===== config.mk =====
export PLATFORM = sky130hd
export DESIGN_NAME = sysctl_cache_tlb_fault_remap
export DESIGN_NICKNAME = d
export VERILOG_FILES = /design/src/verilog/sysctl_pkg.sv /design/src/verilog/sysctl_cache_tlb_fault_remap.sv
export SDC_FILE = /design/constraint.sdc
export NUM_CORES = 1
export LEC_CHECK = 0
export ABC_AREA = 1
export ABC_CLOCK_PERIOD_IN_PS = 14600
export BUFFER_PORTS_ARGS = -buffer_cell sky130_fd_sc_hd__buf_2
export CELL_PAD_IN_SITES_DETAIL_PLACEMENT = 1
export CELL_PAD_IN_SITES_GLOBAL_PLACEMENT = 1
export CORE_AREA = 2 2 165 167
export CTS_CLUSTER_SIZE = 12
export DETAILED_ROUTE_END_ITERATION = 10
export DIE_AREA = 0 0 167 169
export PLACE_DENSITY_LB_ADDON = 0.1
export SYNTH_ARGS = -nofsm -noshare
export SYNTH_HDL_FRONTEND = slang
export SYNTH_SLANG_ARGS = --single-unit

===== constraint.sdc =====
create_clock -name clk -period 14.6 [get_ports clk]
set_input_delay 1.46 -clock clk [delete_from_list [all_inputs] [get_ports clk]]
set_output_delay 1.46 -clock clk [all_outputs]
set_load 0.005 [all_outputs]

===== src/verilog/sysctl_pkg.sv =====
// Shared constants and carriers for the system-control fault, maintenance and remap block
package sysctl_pkg;
	localparam int          CRN_W          = 4;
	localparam int          OP2_W          = 3;
	localparam int          CRM_W          = 4;
	localparam logic [3:0]  CRN_FAULT_STAT = 4'h5;
	localparam logic [3:0]  CRN_FAULT_ADDR = 4'h6;
	localparam logic [3:0]  CRN_CACHE_FN   = 4'h7;
	localparam logic [3:0]  CRN_TLB_LOCK   = 4'hA;
	localparam logic [3:0]  CRN_SLOT       = 4'hD;
	localparam logic [2:0]  OP2_0          = 3'h0;
	localparam logic [2:0]  OP2_1          = 3'h1;
	localparam logic [2:0]  OP2_DRAIN      = 3'h4;
	localparam logic [2:0]  OP2_ALLOC      = 3'h5;
	localparam logic [2:0]  OP2_BTB        = 3'h6;
	localparam logic [3:0]  CRM_ZERO       = 4'h0;
	localparam logic [3:0]  CRM_ALLOC      = 4'h2;
	localparam logic [3:0]  CRM_ITLB       = 4'h4;
	localparam logic [3:0]  CRM_ICACHE     = 4'h5;
	localparam logic [3:0]  CRM_DCACHE     = 4'h6;
	localparam logic [3:0]  CRM_BOTH       = 4'h7;
	localparam logic [3:0]  CRM_DTLB       = 4'h8;
	localparam logic [3:0]  CRM_CLEAN      = 4'hA;
	localparam int          FS_EXT_BIT     = 10;
	localparam int          FS_DBG_BIT     = 9;
	localparam int          FS_DOM_HI      = 7;
	localparam int          FS_DOM_LO      = 4;
	localparam int          FS_STAT_HI     = 3;
	localparam int          FS_STAT_LO     = 0;
	localparam logic [31:0] FS_WMASK       = 32'h0000_06FF;
	localparam int          SLOT_HI        = 31;
	localparam int          SLOT_LO        = 25;
	localparam int          LINE_LO        = 5;
	localparam logic [6:0]  SLOT_RESET     = 7'h00;
	localparam logic [31:0] WORD_ZERO      = 32'h0000_0000;

	// One coprocessor move from the core pipeline
	typedef struct packed {
		logic             valid;
		logic             write;
		logic [3:0]       crn;
		logic [2:0]       op2;
		logic [3:0]       secondary_register_selector;
		logic [31:0]      data;
	} cop_req_t;

	// Abort report from the core on handler entry
	typedef struct packed {
		logic             valid;
		logic             ext;
		logic             debug;
		logic [3:0]       domain;
		logic [3:0]       status;
		logic [31:0]      addr;
	} abort_t;

	// One-cycle maintenance command strobes toward caches and TLBs
	typedef struct packed {
		logic             inv_icache;
		logic             inv_icache_line;
		logic             inv_dcache;
		logic             inv_dcache_line;
		logic             clean_dline;
		logic             drain;
		logic             inv_btb;
		logic             alloc_line;
		logic             lock_itlb;
		logic             lock_dtlb;
		logic             unlock_itlb;
		logic             unlock_dtlb;
	} maint_t;

	typedef enum logic [1:0] {
		ST_IDLE  = 2'b00,
		ST_DRAIN = 2'b01,
		ST_ISSUE = 2'b11
	} alloc_state_t;

	function automatic logic [31:0] remap(input logic [31:0] va, input logic [6:0] slot);
		remap = va;
		if (va[SLOT_HI:SLOT_LO] == 7'h00)
			remap[SLOT_HI:SLOT_LO] = slot;
	endfunction
endpackage

===== src/verilog/sysctl_cache_tlb_fault_remap.sv =====
// Fault registers, cache and TLB maintenance decode, and process-slot remapping
// Operation
// - Fault status bit 10 extends the status code for prefetch and data aborts.
// - Fault status bit 9 flags a debug event; cause lives in method-of-entry field.
// - Fault status bits 7:4 record the accessed protection domain on data abort.
// - Fault status bits 3:0 hold the abort status code.
// - Fault address captures the modified virtual address of the aborting access.
// - Drain command empties both write buffer and fill buffer before completing.
// - Maintenance commands never check permissions nor raise translation, domain, permission faults.
// - Single instruction-line invalidate leaves the branch target buffer alone.
// - Cache enable state never changes contents; commands work either way.
// - Only clean data-line may raise a parity fault.
// - Whole-cache invalidate encodings and standalone branch target buffer invalidate.
// - Line allocate places tag from bits 31:5, evicting dirty other line.
// - Line allocate drains pending operations first, skips resident lines, never mini cache.
// - Allocated line starts clean; a later store makes it dirty.
// - TLB commands work and entries persist regardless of translation enable.
// - Lock instruction or data TLB entry for address; unlock respective TLB.
// - Zero address bits 31:25 get the seven-bit slot ORed in.
// - Remapped address feeds both caches and both TLBs.
// - Branch buffer uses raw address; slot write invalidates whole buffer.
// - Slot register at subselector 0, selector 0; resets zero, low bits read zero.
// - Abort handler entry loads fault status with exception source.
`timescale 1ns/1ps
module sysctl_cache_tlb_fault_remap (
	input  wire logic                clk,
	input  wire logic                rst,
	input  wire logic                ce,
	input  wire sysctl_pkg::cop_req_t req,
	input  wire sysctl_pkg::abort_t  abort_in,
	input  wire logic                mem_idle,
	input  wire logic                parity_err,
	input  wire logic [31:0]         iva,
	input  wire logic [31:0]         dva,
	output logic [31:0]              rdata,
	output logic                     rvalid,
	output logic                     busy,
	output sysctl_pkg::maint_t       maint,
	output logic [31:0]              maint_addr,
	output logic                     maint_parity_fault,
	output logic [31:0]              iva_mapped,
	output logic [31:0]              dva_mapped,
	output logic [31:0]              btb_va
);
	logic [31:0]               fault_status_reg;
	logic [31:0]               fault_address_reg;
	logic [6:0]                process_slot_reg;
	sysctl_pkg::alloc_state_t  alloc_state_reg;
	logic [31:0]               alloc_addr_reg;
	logic                      clean_pending_reg;
	logic                      wr;
	logic                      rd;
	logic                      busy_next;
	sysctl_pkg::maint_t        maint_next;

	// Exact encoding match is the only path to a command
	assign wr = req.valid && req.write && !busy;
	assign rd = req.valid && !req.write;

	function automatic logic hit(input logic [3:0] crn, input logic [2:0] op2,
		input logic [3:0] secondary_register_selector);
		hit = wr && req.crn == crn && req.op2 == op2 && req.secondary_register_selector == secondary_register_selector;
	endfunction

	always_comb begin
		maint_next = '0;
		maint_next.inv_icache      = hit(sysctl_pkg::CRN_CACHE_FN, sysctl_pkg::OP2_0,
			sysctl_pkg::CRM_BOTH) || hit(sysctl_pkg::CRN_CACHE_FN, sysctl_pkg::OP2_0,
			sysctl_pkg::CRM_ICACHE);
		maint_next.inv_dcache      = hit(sysctl_pkg::CRN_CACHE_FN, sysctl_pkg::OP2_0,
			sysctl_pkg::CRM_BOTH) || hit(sysctl_pkg::CRN_CACHE_FN, sysctl_pkg::OP2_0,
			sysctl_pkg::CRM_DCACHE);
		// Line invalidate strobes no buffer flush on purpose
		maint_next.inv_icache_line = hit(sysctl_pkg::CRN_CACHE_FN, sysctl_pkg::OP2_1,
			sysctl_pkg::CRM_ICACHE);
		maint_next.inv_dcache_line = hit(sysctl_pkg::CRN_CACHE_FN, sysctl_pkg::OP2_1,
			sysctl_pkg::CRM_DCACHE);
		maint_next.clean_dline     = hit(sysctl_pkg::CRN_CACHE_FN, sysctl_pkg::OP2_1,
			sysctl_pkg::CRM_CLEAN);
		maint_next.drain           = hit(sysctl_pkg::CRN_CACHE_FN, sysctl_pkg::OP2_DRAIN,
			sysctl_pkg::CRM_CLEAN);
		maint_next.inv_btb         = maint_next.inv_icache
			|| hit(sysctl_pkg::CRN_CACHE_FN, sysctl_pkg::OP2_BTB, sysctl_pkg::CRM_ICACHE)
			|| hit(sysctl_pkg::CRN_SLOT, sysctl_pkg::OP2_0, sysctl_pkg::CRM_ZERO);
		maint_next.lock_itlb       = hit(sysctl_pkg::CRN_TLB_LOCK, sysctl_pkg::OP2_0,
			sysctl_pkg::CRM_ITLB);
		maint_next.lock_dtlb       = hit(sysctl_pkg::CRN_TLB_LOCK, sysctl_pkg::OP2_0,
			sysctl_pkg::CRM_DTLB);
		maint_next.unlock_itlb     = hit(sysctl_pkg::CRN_TLB_LOCK, sysctl_pkg::OP2_1,
			sysctl_pkg::CRM_ITLB);
		maint_next.unlock_dtlb     = hit(sysctl_pkg::CRN_TLB_LOCK, sysctl_pkg::OP2_1,
			sysctl_pkg::CRM_DTLB);
		// Allocate strobe only leaves the sequencer after memory has drained
		maint_next.alloc_line      = alloc_state_reg == sysctl_pkg::ST_ISSUE;
	end

	// Strobes ignore translation and cache enables entirely
	always_ff @(posedge clk or posedge rst) begin
		if (rst) begin
			maint      <= '0;
			maint_addr <= sysctl_pkg::WORD_ZERO;
		end else if (ce) begin
			maint <= maint_next;
			if (alloc_state_reg == sysctl_pkg::ST_ISSUE)
				maint_addr <= alloc_addr_reg;
			else if (wr)
				maint_addr <= req.data;
		end
	end

	// Line allocate: drain all pending memory traffic first, then issue the tag
	always_ff @(posedge clk or posedge rst) begin
		if (rst) begin
			alloc_state_reg <= sysctl_pkg::ST_IDLE;
			alloc_addr_reg  <= sysctl_pkg::WORD_ZERO;
		end else if (ce) begin
			unique case (alloc_state_reg)
				sysctl_pkg::ST_IDLE: begin
					if (hit(sysctl_pkg::CRN_CACHE_FN, sysctl_pkg::OP2_ALLOC,
						sysctl_pkg::CRM_ALLOC)) begin
						// Low five bits cleared: the tag alone names the line
						alloc_addr_reg  <= {req.data[31:sysctl_pkg::LINE_LO],
							5'h00};
						alloc_state_reg <= sysctl_pkg::ST_DRAIN;
					end
				end
				sysctl_pkg::ST_DRAIN: begin
					if (mem_idle)
						alloc_state_reg <= sysctl_pkg::ST_ISSUE;
				end
				sysctl_pkg::ST_ISSUE: alloc_state_reg <= sysctl_pkg::ST_IDLE;
				default: alloc_state_reg <= sysctl_pkg::ST_IDLE;
			endcase
		end
	end

	// Resident check, dirty eviction, clean start and mini-cache exclusion are in the data cache
	// itself; this block only delivers the tag once memory is quiet.

	assign busy_next = alloc_state_reg == sysctl_pkg::ST_IDLE ? 1'b0
		: alloc_state_reg == sysctl_pkg::ST_DRAIN;

	always_ff @(posedge clk or posedge rst) begin
		if (rst)
			busy <= 1'b0;
		else if (ce)
			busy <= (wr && hit(sysctl_pkg::CRN_CACHE_FN, sysctl_pkg::OP2_ALLOC,
				sysctl_pkg::CRM_ALLOC)) || busy_next;
	end

	// Parity fault gated to the clean-line command alone; no other fault is ever raised
	always_ff @(posedge clk or posedge rst) begin
		if (rst) begin
			clean_pending_reg  <= 1'b0;
			maint_parity_fault <= 1'b0;
		end else if (ce) begin
			clean_pending_reg  <= maint_next.clean_dline;
			maint_parity_fault <= clean_pending_reg && parity_err;
		end
	end

	// Fault status: abort report on handler entry outranks a software write
	always_ff @(posedge clk or posedge rst) begin
		if (rst) begin
			fault_status_reg <= sysctl_pkg::WORD_ZERO;
		end else if (ce) begin
			if (abort_in.valid) begin
				fault_status_reg <= sysctl_pkg::WORD_ZERO;
				fault_status_reg[sysctl_pkg::FS_EXT_BIT] <= abort_in.ext;
				fault_status_reg[sysctl_pkg::FS_DBG_BIT] <= abort_in.debug;
				fault_status_reg[sysctl_pkg::FS_DOM_HI:sysctl_pkg::FS_DOM_LO]
					<= abort_in.domain;
				fault_status_reg[sysctl_pkg::FS_STAT_HI:sysctl_pkg::FS_STAT_LO]
					<= abort_in.status;
			end else if (hit(sysctl_pkg::CRN_FAULT_STAT, sysctl_pkg::OP2_0,
				sysctl_pkg::CRM_ZERO)) begin
				fault_status_reg <= req.data & sysctl_pkg::FS_WMASK;
			end
		end
	end

	// Fault address holds the remapped address of the aborting data access
	always_ff @(posedge clk or posedge rst) begin
		if (rst) begin
			fault_address_reg <= sysctl_pkg::WORD_ZERO;
		end else if (ce) begin
			if (abort_in.valid && !abort_in.debug)
				fault_address_reg <= abort_in.addr;
			else if (hit(sysctl_pkg::CRN_FAULT_ADDR, sysctl_pkg::OP2_0,
				sysctl_pkg::CRM_ZERO))
				fault_address_reg <= req.data;
		end
	end

	// Process slot register; only the top seven bits are stored
	always_ff @(posedge clk or posedge rst) begin
		if (rst)
			process_slot_reg <= sysctl_pkg::SLOT_RESET;
		else if (ce && hit(sysctl_pkg::CRN_SLOT, sysctl_pkg::OP2_0, sysctl_pkg::CRM_ZERO))
			process_slot_reg <= req.data[sysctl_pkg::SLOT_HI:sysctl_pkg::SLOT_LO];
	end

	// Registered remap adds one cycle of latency before every cache and TLB lookup
	always_ff @(posedge clk or posedge rst) begin
		if (rst) begin
			iva_mapped <= sysctl_pkg::WORD_ZERO;
			dva_mapped <= sysctl_pkg::WORD_ZERO;
			btb_va     <= sysctl_pkg::WORD_ZERO;
		end else if (ce) begin
			iva_mapped <= sysctl_pkg::remap(iva, process_slot_reg);
			dva_mapped <= sysctl_pkg::remap(dva, process_slot_reg);
			btb_va     <= iva;
		end
	end

	// Read path; command registers answer zero since their reads are undefined
	always_ff @(posedge clk or posedge rst) begin
		if (rst) begin
			rdata  <= sysctl_pkg::WORD_ZERO;
			rvalid <= 1'b0;
		end else if (ce) begin
			rvalid <= rd;
			rdata  <= sysctl_pkg::WORD_ZERO;
			if (rd && req.op2 == sysctl_pkg::OP2_0 && req.secondary_register_selector == sysctl_pkg::CRM_ZERO) begin
				unique case (req.crn)
					sysctl_pkg::CRN_FAULT_STAT: rdata <= fault_status_reg;
					sysctl_pkg::CRN_FAULT_ADDR: rdata <= fault_address_reg;
					sysctl_pkg::CRN_SLOT: rdata <= {process_slot_reg, 25'h0000000};
					default: rdata <= sysctl_pkg::WORD_ZERO;
				endcase
			end
		end
	end

	a_slot_remap_zero: assert property (@(posedge clk) disable iff (rst)
		ce && dva[31:25] == 7'h00 |=> dva_mapped[31:25] == $past(process_slot_reg))
		else $error("zero top bits not remapped with slot");
	a_slot_remap_pass: assert property (@(posedge clk) disable iff (rst)
		ce && iva[31:25] != 7'h00 |=> iva_mapped == $past(iva))
		else $error("nonzero top bits were altered");
	a_btb_raw_addr: assert property (@(posedge clk) disable iff (rst)
		ce |=> btb_va == $past(iva))
		else $error("branch buffer address was remapped");
	a_slot_write_btb: assert property (@(posedge clk) disable iff (rst)
		ce && wr && req.crn == 4'hD && req.op2 == 3'h0 && req.secondary_register_selector == 4'h0 |=> maint.inv_btb)
		else $error("slot write did not flush branch buffer");
	a_line_no_btb: assert property (@(posedge clk) disable iff (rst)
		ce && wr && req.crn == 4'h7 && req.op2 == 3'h1 && req.secondary_register_selector == 4'h5
		|=> maint.inv_icache_line && !maint.inv_btb)
		else $error("line invalidate touched branch buffer");
	a_drain_decode: assert property (@(posedge clk) disable iff (rst)
		ce && wr && req.crn == 4'h7 && req.op2 == 3'h4 && req.secondary_register_selector == 4'hA |=> maint.drain)
		else $error("drain not issued");
	a_alloc_waits: assert property (@(posedge clk) disable iff (rst)
		maint.alloc_line |-> $past(mem_idle, 2))
		else $error("allocate issued before memory drained");
	a_parity_only_clean: assert property (@(posedge clk) disable iff (rst)
		maint_parity_fault |-> $past(maint.clean_dline))
		else $error("parity fault outside clean line");
	a_abort_loads: assert property (@(posedge clk) disable iff (rst)
		ce && abort_in.valid |=> fault_status_reg[7:4] == $past(abort_in.domain)
		&& fault_status_reg[3:0] == $past(abort_in.status))
		else $error("fault status not loaded on abort");
	a_slot_low_zero: assert property (@(posedge clk) disable iff (rst)
		rvalid && $past(req.crn) == 4'hD |-> rdata[24:0] == 25'h0000000)
		else $error("slot low bits not zero");
endmodule


==> results.md, run 1 <==
* Number of clock buffers inserted by TritonCTS at 26
* Synthesized-area fraction occupied by and/or/nand/nor cells at 33.08%
* Final setup violation count at 0
* Count of input and output buffers at 331
* Kind of start point of the critical path: input port
* Final routed wire length divided by cell count at 17.73 µm
* Max VDD drop at 0.06532 mV
* Number of enable flip-flop cells after synthesis at 0
* Combinational family with the most area after synthesis: simple AND/OR/NAND/NOR gates
* Final number of hold-violating endpoints at 0
* Wirelength, routed at 33,940 µm
* Starting density of the core at 39.15%
* CTS tree: yes
* Clock latency on the worst-skew pair at 0.53 ns
* Final Instance Count excl. Fillers at 1,914
* Average vias per placed instance at 4.996
* DRT Pass-1 Iters at 5
* Overflow left after global routing at 0
* Number of antenna violations at the first check in global routing at 6
* Share of the yosys chip area belonging to registers at 54.99%
* List of cells traversed by the critical path: buf_2 > inv_2 > nor2_4 > inv_2 > nand2_2 > nand2_4 > nand2_1 > nand2_1
* Leading register cell type out of synthesis: sky130_fd_sc_hd__dfrtp_1
* Maximum fanout along the worst path at 47
* Total power after layout at 1.619 mW
* Global placer's final weighted congestion at 0.7896
* Hold slack final at 0.4682 ns
* Number of design rule violations left after detail routing at 0
* Clock root buffer master: sky130_fd_sc_hd__clkbuf_16
* Nets at 1,707
* Largest net degree at the start of global routing at 101
* Leading area contributor after synthesis: sky130_fd_sc_hd__dfrtp_1
* Minimum period implied by the final worst setup slack at 4.008 ns
* Final Core Density at 48.29%
* Area enclosed by the die boundary at 28,220 µm²
* Share of the synthesized netlist area taken by xor and xnor gates at 0%
* Most frequent cell after synthesis: sky130_fd_sc_hd__nand2_1
* Share of synthesized cell area in full adder, half adder and majority cells at 0%
* Worst Hold Class: reg2reg
* Antenna Violating Nets Remaining at 0
* Crit end category: flop
* Final design area excluding fillers at 12,800 µm²
* Max-cap violations at 0
* CTS HTree Levels at 1
* Compound-Gate Fraction of Synth Area at 4.498%
* Mapped Cells at 1,279
* Total via count after detailed routing at 9,563
* Number of global-route vias before repair at 9,804
* Clock transition at the registers of the reported paths at 0.06 ns
* Post-Syn Area at 10,380 µm²
* Ranking of synthesized cells by instance count: 564 x sky130_fd_sc_hd__nand2_1, 228 x sky130_fd_sc_hd__dfrtp_1, 148 x sky130_fd_sc_hd__nand3_1, 90 x sky130_fd_sc_hd__nor2_1, 37 x sky130_fd_sc_hd__buf_4
* Num Clock Sinks at 228
* Net count after synthesis at 1,436
* Setup WS post-layout at 10.59 ns
* Share of the clock period used by the worst path after layout at 27.45%
* Worst-Margin Slew at 1.069 ns
* Post-Route Skew at 0.01747 ns
* Pins Over Slew Limit at 0
* Number of placed instances, taps included at 1,863
* Area contributors post-synth: sky130_fd_sc_hd__dfrtp_1 55%, sky130_fd_sc_hd__nand2_1 20%, sky130_fd_sc_hd__nand3_1 7.1%
* Share of layout cells above drive strength 1 at 26.10%
* Arrival time reported for the critical path endpoint at 4.41 ns
* Synth-to-layout area growth at 23.32%
* First-iteration detailed-routing DRC count at 499
* Fraction of synthesized cell area taken by the top area cell type at 54.99%
* # hold bufs at CTS at 0
* Setup TNS at 0 ns
* Largest incremental delay on the critical path at 0.77 ns
* Placed cell areas at 11,930 µm²
* Floorplan die width at 167 µm
* Quantity of gates resized following cts at 0
* F_max at 0.2495 GHz
* Outcome: finished, final reports clean
* Global-route usage over all layers at 23.71%
* Filler cell count in the final layout at 3,295
* Unrepaired setup endpoints after global routing: no
* CP Class: in2reg
* Post-CTS Setup Bufs at 0
* YS warnings at 0
* Static leakage at 7.107 nW
* Worst path required time at 15.00 ns
* Detailed placer's ending HPWL at 23,880 µm
* Wire length of the first global-routing pass at 53,960 µm
* Synthesized area per cell at 8.113 µm²
* Worst setup timing slack at the placement stage at 10.06 ns
* Share of synthesized area spent on multiplexers at 0%
* Slowest cell on the critical path: sky130_fd_sc_hd__nor2_4
* Worst rel slew slack at 28.73%
* Total I/O pin count at 332
* Number of storage elements in the synthesis netlist at 228
* Chip Height at 169 µm
* Count of unique library cells instantiated by Yosys at 31
* Number of buffers on the longest clock path at 3
* Count of standard-cell rows at 60
* Pwr per Cell Area at 126.5 nW/µm²
* Async set or reset register ratio after synthesis at 100.0%
* Core area at 26,500 µm²
-- cells in the final DEF (no fill, tap or decap), drive strengths merged --
cell type	n
a21oi	17
a31oi	27
buf	339
bufinv	2
clkbuf	40
clkinv	3
clkinvlp	1
dfrtp	228
diode	6
inv	42
nand2	568
nand3	150
nand3b	2
nand4	2
nor2	98
nor3	9
nor3b	2
nor4	1
o21ai	31
o22ai	5
-- logic make-up after synthesis --
| logic type | after synthesis |
|---|---|
| AOI/OAI and AO/OA | 80 |
| and+or+nand+nor | 832 |
| buffers and inverters | 139 |
| DFF | 228 |
-- cell type report --
class	instances	area (µm²)	area share (%)
Inverter	43	171.4	1.340
Tap cell	341	426.7	3.334
Timing Repair Buffer	339	1719	13.44
Clock buffer	40	774.5	6.053
Antenna cell	6	15.01	0.1173
Multi-Input combinational cell	912	3906	30.53
Clock inverter	5	77.57	0.6062
Sequential cell	228	5705	44.59
-- per-layer routing --
layer / vias to the layer above / wire length [µm] / track usage (%) / part of all wire (%)
met3: 45 / 1936 / 3.881 / 5.7
met5: - / 0 / 0 / 0
met2: 276 / 16710 / 41.30 / 49
met1: 4670 / 14560 / 30.73 / 43
met4: 0 / 727 / 6.447 / 2.1
li1: 4572 / - / - / -
-- critical path: cells and delay by family --
kind,cells,cell delay [ns]
buf+inv,3,0.78
simple gates,5,2.10
-- final timing paths --
path                                start              endpoint  slack, ns  cells after the start
hold reg to reg            dva_mapped[15]        dva_mapped[15]       0.47                      2
min in group asynchronous             rst        iva_mapped[16]       1.03                      2
hold / removal             dva_mapped[15]        dva_mapped[15]       0.47                      2
setup reg to reg                     busy  fault_address_reg[9]      12.07                      8
max in group asynchronous             rst    alloc_addr_reg[24]      12.12                      3
setup / recovery             abort_in[42]  fault_address_reg[9]      10.59                      8
-- power by group --
part           switching, mW  leakage, nW  internal (mW)  total (mW)
Clock                  0.256        0.414          0.397       0.653
Combinational          0.132         3.80         0.0921       0.224
Sequential            0.0420         2.89          0.699       0.741
Total                  0.430         7.11           1.19        1.62
(Power assumes the default switching activity.)
==> run 2, diff against run 1 <==
--- a/config.mk
+++ b/config.mk
@@ -5,15 +5,15 @@
 export SDC_FILE = /design/constraint.sdc
 export NUM_CORES = 1
 export LEC_CHECK = 0
-export ABC_AREA = 1
-export ABC_CLOCK_PERIOD_IN_PS = 14600
+export ABC_AREA = 0
+export ABC_CLOCK_PERIOD_IN_PS = 4200
 export BUFFER_PORTS_ARGS = -buffer_cell sky130_fd_sc_hd__buf_2
 export CELL_PAD_IN_SITES_DETAIL_PLACEMENT = 1
 export CELL_PAD_IN_SITES_GLOBAL_PLACEMENT = 1
-export CORE_AREA = 2 2 165 167
+export CORE_AREA = 2 2 161 163
 export CTS_CLUSTER_SIZE = 12
 export DETAILED_ROUTE_END_ITERATION = 10
-export DIE_AREA = 0 0 167 169
+export DIE_AREA = 0 0 163 165
 export PLACE_DENSITY_LB_ADDON = 0.1
 export SYNTH_ARGS = -nofsm -noshare
 export SYNTH_HDL_FRONTEND = slang
==> constraint.sdc (replaced) <==
create_clock -name clk -period 4.2 [get_ports clk]
set_input_delay 0.42 -clock clk [delete_from_list [all_inputs] [get_ports clk]]
set_output_delay 0.42 -clock clk [all_outputs]
set_load 0.005 [all_outputs]
==> run 2 against run 1 <==
Die area decreased by 4.7%. Utilization grew 1.0 points. Hold slack got worse by 0.39 ns. Critical endpoint is now fault_address_reg[6]. Worst setup slack got worse by 8.7 ns. Largest cell class unchanged. Sequential share of layout area is 1.6 points higher. Clock power grew to 3.6 times the previous value. Clock skew fell by 0.0037 ns. Largest power group unchanged.
==> results.md, run 2 <==
* Outcome: finished, final reports clean
* Minimum period implied by the final worst setup slack at 2.355 ns
* Post-CTS Setup Bufs at 0 (unchanged)
* Post-Route Skew at 0.01381 ns (-0.003668 ns)
* Antenna Violating Nets Remaining at 0 (unchanged)
* Area enclosed by the die boundary at 26,900 µm² (-4.7%)
* Synthesized area per cell at 12.87 µm² (+59%)
* Worst setup timing slack at the placement stage at 1.290 ns (-8.775 ns)
* Chip Height at 165 µm (-2.4%)
* Number of buffers on the longest clock path at 3 (unchanged)
* CP Class: in2reg
* Clock transition at the registers of the reported paths at 0.06 ns (about the same)
* Reg2Reg Launch Point: busy
* Share of layout cells above drive strength 1 at 48.30% (+22 points)
* Overflow left after global routing at 0 (unchanged)
* Highest signal layer in the routed design: met5
* Final number of hold-violating endpoints at 0 (unchanged)
* Count of input and output buffers at 331 (unchanged)
* DRT Pass-1 Iters at 4 (-1)
* CTS tree: yes
* Clock root buffer master: sky130_fd_sc_hd__clkbuf_16
* Setup WS post-layout at 1.845 ns (-8.747 ns)
* Detailed placer's ending HPWL at 19,560 µm (-18%)
* Worst Hold Class: in2async
* Average vias per placed instance at 5.170 (+3.5%)
* Fraction of synthesized cell area taken by the top area cell type at 59.34% (+4.4 points)
* Quantity of gates resized following cts at 0 (unchanged)
* Leading register cell type out of synthesis: sky130_fd_sc_hd__dfrtp_1
* Met2 routed WL at 13,810 µm (-17%)
* Wirelength, routed at 27,820 µm (-18%)
* Static leakage at 6.140 nW (-14%)
* Sequential fraction of design power at 45.7% (about the same)
* WL met1 at 11,530 µm (-21%)
* Most frequent cells in the layout: 330 x sky130_fd_sc_hd__buf_2, 228 x sky130_fd_sc_hd__dfrtp_1, 70 x sky130_fd_sc_hd__mux2_2
* YS warnings at 0 (unchanged)
* First-iteration detailed-routing DRC count at 405 (-19%)
* Count of unique library cells instantiated by Yosys at 47 (+52%)
* Total net switching power at 1.290 mW (+200%)
* Count of standard-cell rows at 58 (-3.3%)
* CTS HTree Levels at 1 (unchanged)
* Wire length of the first global-routing pass at 42,970 µm (-20%)
* Core area at 25,040 µm² (-5.5%)
* Worst-Margin Slew at 1.116 ns (+0.04669 ns)
* Final routed wire length divided by cell count at 20.00 µm (+13%)
* Depth of the worst register-to-register path at 5 (-3)
* Number of global-route vias before repair at 7,435 (-24%)
* Max VDD drop at 0.2234 mV (+240%)
* Share of the clock period used by the worst path after layout at 56.07%
* Pins Over Slew Limit at 0 (unchanged)
* Pwr per Cell Area at 443.8 nW/µm² (+250%)
* Number of storage elements in the synthesis netlist at 228 (unchanged)
* Number of antenna violations at the first check in global routing at 3 (-3)
* Max-cap violations at 0 (unchanged)
* Most common cell after layout, fill and taps aside: sky130_fd_sc_hd__buf_2
* Net count after synthesis at 904 (-37%)
* Crit end category: flop
* Post-Syn Area at 9615 µm² (-7.3%)
* Worst rel slew slack at 25.34% (-3.4 points)
* Clock latency on the worst-skew pair at 0.53 ns (about the same)
* Most frequent cell after synthesis: sky130_fd_sc_hd__dfrtp_1
* Portion of total power attributed to the clock network at 43.0% (+2.6 points)
* Endpoint of the worst setup timing path: fault_address_reg[6]
* Leading area contributor after synthesis: sky130_fd_sc_hd__dfrtp_1
* Maximum fanout along the worst path at 39 (-17%)
* Floorplan die width at 163 µm (-2.4%)
* Synth-to-layout area growth at 28.39%
* Unrepaired setup endpoints after global routing: no
* Kind of start point of the critical path: input port
* Number of clock buffers inserted by TritonCTS at 26 (unchanged)
* Num Clock Sinks at 228 (unchanged)
* # hold bufs at CTS at 0 (unchanged)
* Nets at 1,198 (-30%)
* Largest net degree at the start of global routing at 119 (+18%)
* Endpoint of the most critical register-to-register path: fault_address_reg[6]
* Mapped Cells at 747 (-42%)
* Number of design rule violations left after detail routing at 0 (unchanged)
* Fraction of power spent switching nets at 23.54% (-3.0 points)
* Total I/O pin count at 332 (unchanged)
* Ranking of synthesized cells by instance count: 228 x sky130_fd_sc_hd__dfrtp_1, 70 x sky130_fd_sc_hd__mux2_2, 42 x sky130_fd_sc_hd__clkbuf_1, 41 x sky130_fd_sc_hd__o221a_2, 35 x sky130_fd_sc_hd__nand2_1
* Worst path required time at 4.60 ns (-10.40 ns)
* Global-route usage over all layers at 20.49% (-3.2 points)
* Area contributors post-synth: sky130_fd_sc_hd__dfrtp_1 59%, sky130_fd_sc_hd__mux2_2 8.2%, sky130_fd_sc_hd__o221a_2 4.8%
* Starting density of the core at 38.41% (-0.75 points)
* Register-to-Register Setup Slack at 1.86 ns (-10.21 ns)
* Setup TNS at 0 ns (unchanged)
* Crit path from: ce
* Number of enable flip-flop cells after synthesis at 0 (unchanged)
* Final setup violation count at 0 (unchanged)
* F_max at 0.4246 GHz
* Share of the yosys chip area belonging to registers at 59.34% (+4.4 points)
* Total via count after detailed routing at 7,192 (-25%)
* Logic gate share of total power at 11.3% (-2.6 points)
* Internal portion of total power at 4.189 mW (+250%)
* Global placer's final weighted congestion at 0.7390 (-6.4%)
* Met3 wire len at 2013 µm (+4.0%)
* Async set or reset register ratio after synthesis at 100.0% (unchanged)
* Arrival time reported for the critical path endpoint at 2.76 ns (-1.65 ns)
[run 2: cell count changes after synthesis, sizes merged, moves of 21 or more]
cell / change
or3: +34
nor2: -81
clkbuf: +22
nand3: -143
nand2: -533
a31oi: -26
a22o: +21
inv: -30
buf: -43
mux2i: +27
o221a: +41
mux2: +93
[run 2: how the worst min path moves through the flow]
stage                                   from                  to  cells past startpoint
after floorplan           alloc_addr_reg[10]  alloc_addr_reg[10]                      1
after global placement        maint_addr[22]      maint_addr[22]                      2
after detailed placement       maint_addr[5]       maint_addr[5]                      2
after CTS                            dva[17]      dva_mapped[17]                      2
after global routing                 dva[20]      dva_mapped[20]                      2
final                                    rst      iva_mapped[19]                      3
[run 2: layer usage]
| layer | vias to the layer above | GRT usage, % |
|---|---|---|
| met5 | - | 0 |
| met4 | 4 | 4.787 |
| met3 | 36 | 4.947 |
| met2 | 244 | 35.65 |
| met1 | 3573 | 25.85 |
| li1 | 3335 | - |
[run 2: critical path, stage by stage]
cell                      delay [ns]
sky130_fd_sc_hd__buf_4          0.43
sky130_fd_sc_hd__nor4b_2        0.48
sky130_fd_sc_hd__and3_1         0.29
sky130_fd_sc_hd__nand3_1        0.39
sky130_fd_sc_hd__buf_4          0.42
sky130_fd_sc_hd__o221a_2        0.31
[run 2: per-stage QoR]
step / hold slack, ns / util [%] / cell area (µm²) / std cells / power (mW)
floorplan: 0.4574 / - / 9619 / 747 / 2.852
global placement: 0.4573 / 45.67 / 11430 / 1343 / 3.157
detailed placement: 0.4650 / 45.67 / 11430 / 1343 / 3.176
CTS: 0.1047 / 49.30 / 12340 / 1390 / 5.572
global route: 0.1112 / 49.30 / 12340 / 1390 / 5.746
finish: 0.07745 / 49.31 / 12350 / 1391 / 5.479
[run 2: layout make-up]
type,instances,area [µm²]
multi-input cells,432,3508
clock inverters,7,113.9
clock buffers,40,794.5
inverters,12,48.80
fillers,2709,12690
diodes,1,2.502
flip-flops and latches,228,5705
well taps,330,412.9
repair buffers,341,1759
[run 2: logic make-up (layout without fill, tap and decap cells)]
family / count (synthesis) / after routing / share of synthesized area [%]
muxes: 120 / 120 / 13.70
AOI/OAI and AO/OA: 164 / 164 / 13.35
and+or+nand+nor: 148 / 148 / 9.031
DFF: 228 / 228 / 59.34
buffers and inverters: 87 / 400 / 4.580
other: 0 / 1 / 0
[run 2: power groups by stage]
stage	clock (mW)	sequential, mW	combinational (mW)
global route	2.52	2.53	0.694
detailed placement	0	2.54	0.634
global placement	0	2.53	0.622
finish	2.36	2.50	0.619
CTS	2.43	2.50	0.636
floorplan	0	2.53	0.317
==> run 3, diff against run 2 <==
--- a/config.mk
+++ b/config.mk
@@ -6,7 +6,7 @@
 export NUM_CORES = 1
 export LEC_CHECK = 0
 export ABC_AREA = 0
-export ABC_CLOCK_PERIOD_IN_PS = 4200
+export ABC_CLOCK_PERIOD_IN_PS = 2350
 export BUFFER_PORTS_ARGS = -buffer_cell sky130_fd_sc_hd__buf_2
 export CELL_PAD_IN_SITES_DETAIL_PLACEMENT = 1
 export CELL_PAD_IN_SITES_GLOBAL_PLACEMENT = 1
==> constraint.sdc (replaced) <==
create_clock -name clk -period 2.35 [get_ports clk]
set_input_delay 0.235 -clock clk [delete_from_list [all_inputs] [get_ports clk]]
set_output_delay 0.235 -clock clk [all_outputs]
set_load 0.005 [all_outputs]
==> run 3 against run 2 <==
Utilization is 3.7 points higher. Total power is 71% higher. Global-route usage is 1.9 points higher. Count of clock-buffer cells in the layout is 4 lower. Sequential share of layout area is 3.2 points lower. Clock skew is 0.00092 ns lower. Final area is 7.4% higher. Combinational power is 110% higher. Critical path depth is 2 lower. Routed wire length is 9.2% higher. Hold slack worse by 0.064 ns. Sequential power is 79% higher. Critical path type is now reg2reg. Largest cell class unchanged.
==> results.md, run 3 (synthesized netlist as in run 2, its figures left out) <==
* Detailed placer's ending HPWL at 20,970 µm (+7.2%)
* Post-Route Skew at 0.01289 ns (-0.0009185 ns)
* Clock latency on the worst-skew pair at 0.51 ns (-0.02 ns)
* Clock root buffer master: sky130_fd_sc_hd__clkbuf_16
* Most common cell after layout, fill and taps aside: sky130_fd_sc_hd__buf_2
* F_max at 0.4924 GHz
* Inserted Diodes at 0 (-1)
* Number of buffers on the longest clock path at 3 (unchanged)
* WHS Endpoint: alloc_state_reg[1]
* Register-to-Register Setup Slack at 0.32 ns (-1.54 ns)
* Total via count after detailed routing at 7,662 (+6.5%)
* Crit end category: flop
* Outcome: finished, final reports clean
* Area enclosed by the die boundary at 26,900 µm² (unchanged)
* Final Instance Count excl. Fillers at 1,485 (+6.8%)
* Final number of hold-violating endpoints at 0 (unchanged)
* CTS HTree Levels at 1 (unchanged)
* Depth of the worst register-to-register path at 4 (-1)
* Most frequent cells in the layout: 330 x sky130_fd_sc_hd__buf_2, 228 x sky130_fd_sc_hd__dfrtp_1, 78 x sky130_fd_sc_hd__dlygate4sd3_1
* Number of placed instances, taps included at 1,368 (+1.9%)
* Share of the clock period used by the worst path after layout at 86.42%
* Total I/O pin count at 332 (unchanged)
* Kind of start point of the critical path: flop
* Overflow left after global routing at 0 (unchanged)
* Static leakage at 6.550 nW (+6.7%)
* First-iteration detailed-routing DRC count at 328 (-19%)
* Floorplan die width at 163 µm (unchanged)
* Nets at 1,300 (+8.5%)
* Number of clock buffers inserted by TritonCTS at 25 (-3.8%)
* Count of input and output buffers at 331 (unchanged)
* Num Clock Sinks at 228 (unchanged)
* Wirelength, routed at 30,370 µm (+9.2%)
* Number of global-route vias before repair at 8,234 (+11%)
* Worst Hold Class: in2reg
* Number of antenna violations at the first check in global routing at 2 (-1)
* Synth-to-layout area growth at 37.90%
* Pins Over Slew Limit at 0 (unchanged)
* Count of standard-cell rows at 58 (unchanged)
* Clock transition at the registers of the reported paths at 0.06 ns (about the same)
* Max-cap violations at 0 (unchanged)
* List of cells traversed by the critical path: and3b_1 > nand3_1 > o21ai_1 > o221a_2
* Number of stages on the worst hold path at 3
* Share of layout cells above drive strength 1 at 45.80% (-2.5 points)
* Reg2Reg Launch Point: busy
* CTS tree: yes
* Max VDD drop at 0.3734 mV (+67%)
* Unrepaired setup endpoints after global routing: no
* Final routed wire length divided by cell count at 20.45 µm (+2.3%)
* Chip Height at 165 µm (unchanged)
* Wire length of the first global-routing pass at 47,050 µm (+9.5%)
* Slowest cell on the critical path: sky130_fd_sc_hd__o21ai_1
* Global placer's final weighted congestion at 0.7605 (+2.9%)
* Pwr per Cell Area at 705.4 nW/µm² (+59%)
* Antenna Violating Nets Remaining at 0 (unchanged)
* Core area at 25,040 µm² (unchanged)
* Largest incremental delay on the critical path at 0.68 ns (+0.20 ns)
* Post-CTS Setup Bufs at 0 (unchanged)
* Average vias per placed instance at 5.160 (-0.21%)
* Minimum period implied by the final worst setup slack at 2.031 ns
* Worst path required time at 2.79 ns (-1.81 ns)
* Hold slack final at 0.01315 ns (-0.06431 ns)
* Starting density of the core at 38.41% (unchanged)
* Setup TNS at 0 ns (unchanged)
* Worst rel slew slack at 43.19% (+18 points)
* Hold_sp: mem_idle
* Worst-Margin Slew at 0.8504 ns (-0.2654 ns)
* CP Class: reg2reg
* Total power after layout at 9.353 mW (+71%)
* Endpoint of the most critical register-to-register path: fault_status_reg[1]
* Maximum fanout along the worst path at 10 (-74%)
* Global-route usage over all layers at 22.38% (+1.9 points)
* Final setup violation count at 0 (unchanged)
* Number of design rule violations left after detail routing at 0 (unchanged)
* Arrival time reported for the critical path endpoint at 2.47 ns (-0.29 ns)
* Largest net degree at the start of global routing at 86 (-28%)
* DRT Pass-1 Iters at 4 (unchanged)
* Final Core Density at 52.96% (+3.7 points)
run 3: changes by cell type in the layout (fill, tap and decap cells not counted), sizes merged:
cell         before  now
dlygate4sd3       0   78
buf             341  366
inv              12   11
clkbuf           40   36
bufinv            3    0
diode             1    0
run 3: worst max-delay path, delay by kind of cell (launching register included):
kind | cells | cell delay, ns
AO/OA/AOI/OAI | 2 | 0.99
flip-flops | 1 | 0.40
AND/OR/NAND/NOR | 2 | 0.58
run 3: repair_timing:
| item | 4_1_cts | 5_1_grt |
|---|---|---|
| hold buffers | 78 | 0 |
| gates resized for setup | 0 | 0 |
| hold endpoints to repair | 91 | 0 |
| setup endpoints to repair | 0 | 0 |
run 3: worst max-delay path by stage:
stage / startpoint / endpoint / cells after the start
2_1_floorplan: rst / alloc_addr_reg[10] / 1
5_1_grt: busy / fault_status_reg[1] / 4
3_5_place_dp: ce / fault_status_reg[5] / 5
4_1_cts: busy / fault_status_reg[1] / 4
6_report: busy / fault_status_reg[1] / 4
3_3_place_gp: ce / fault_status_reg[1] / 5
run 3: where the power goes:
group,switching (mW),leakage (nW),internal [mW]
clock,1.51,0.363,2.09
sequential,0.206,2.84,4.27
combinational,0.591,3.34,0.686
total,2.31,6.55,7.05
run 3: area by class of cell:
class | count | area [µm²]
sequential | 228 | 5705
fill | 2682 | 11780
tap | 330 | 412.9
clock buffer | 36 | 716.9
inverter | 12 | 48.80
timing repair buffer | 444 | 2853
multi-input combinational | 432 | 3508
clock inverter | 3 | 15.01
run 3: routing by layer:
metal,GRT usage [%],routed length (µm)
met4,5.310,573
met2,39.21,15180
met3,4.847,1967
met1,28.34,12630
met5,0,22
run 3: metrics by stage:
stage,area (µm²),setup slack (ns)
CTS,13260,0.3065
global route,13260,0.1781
floorplan,9619,-0.8650
finish,13260,0.3191
global placement,11750,0.3238
detailed placement,11750,0.2824
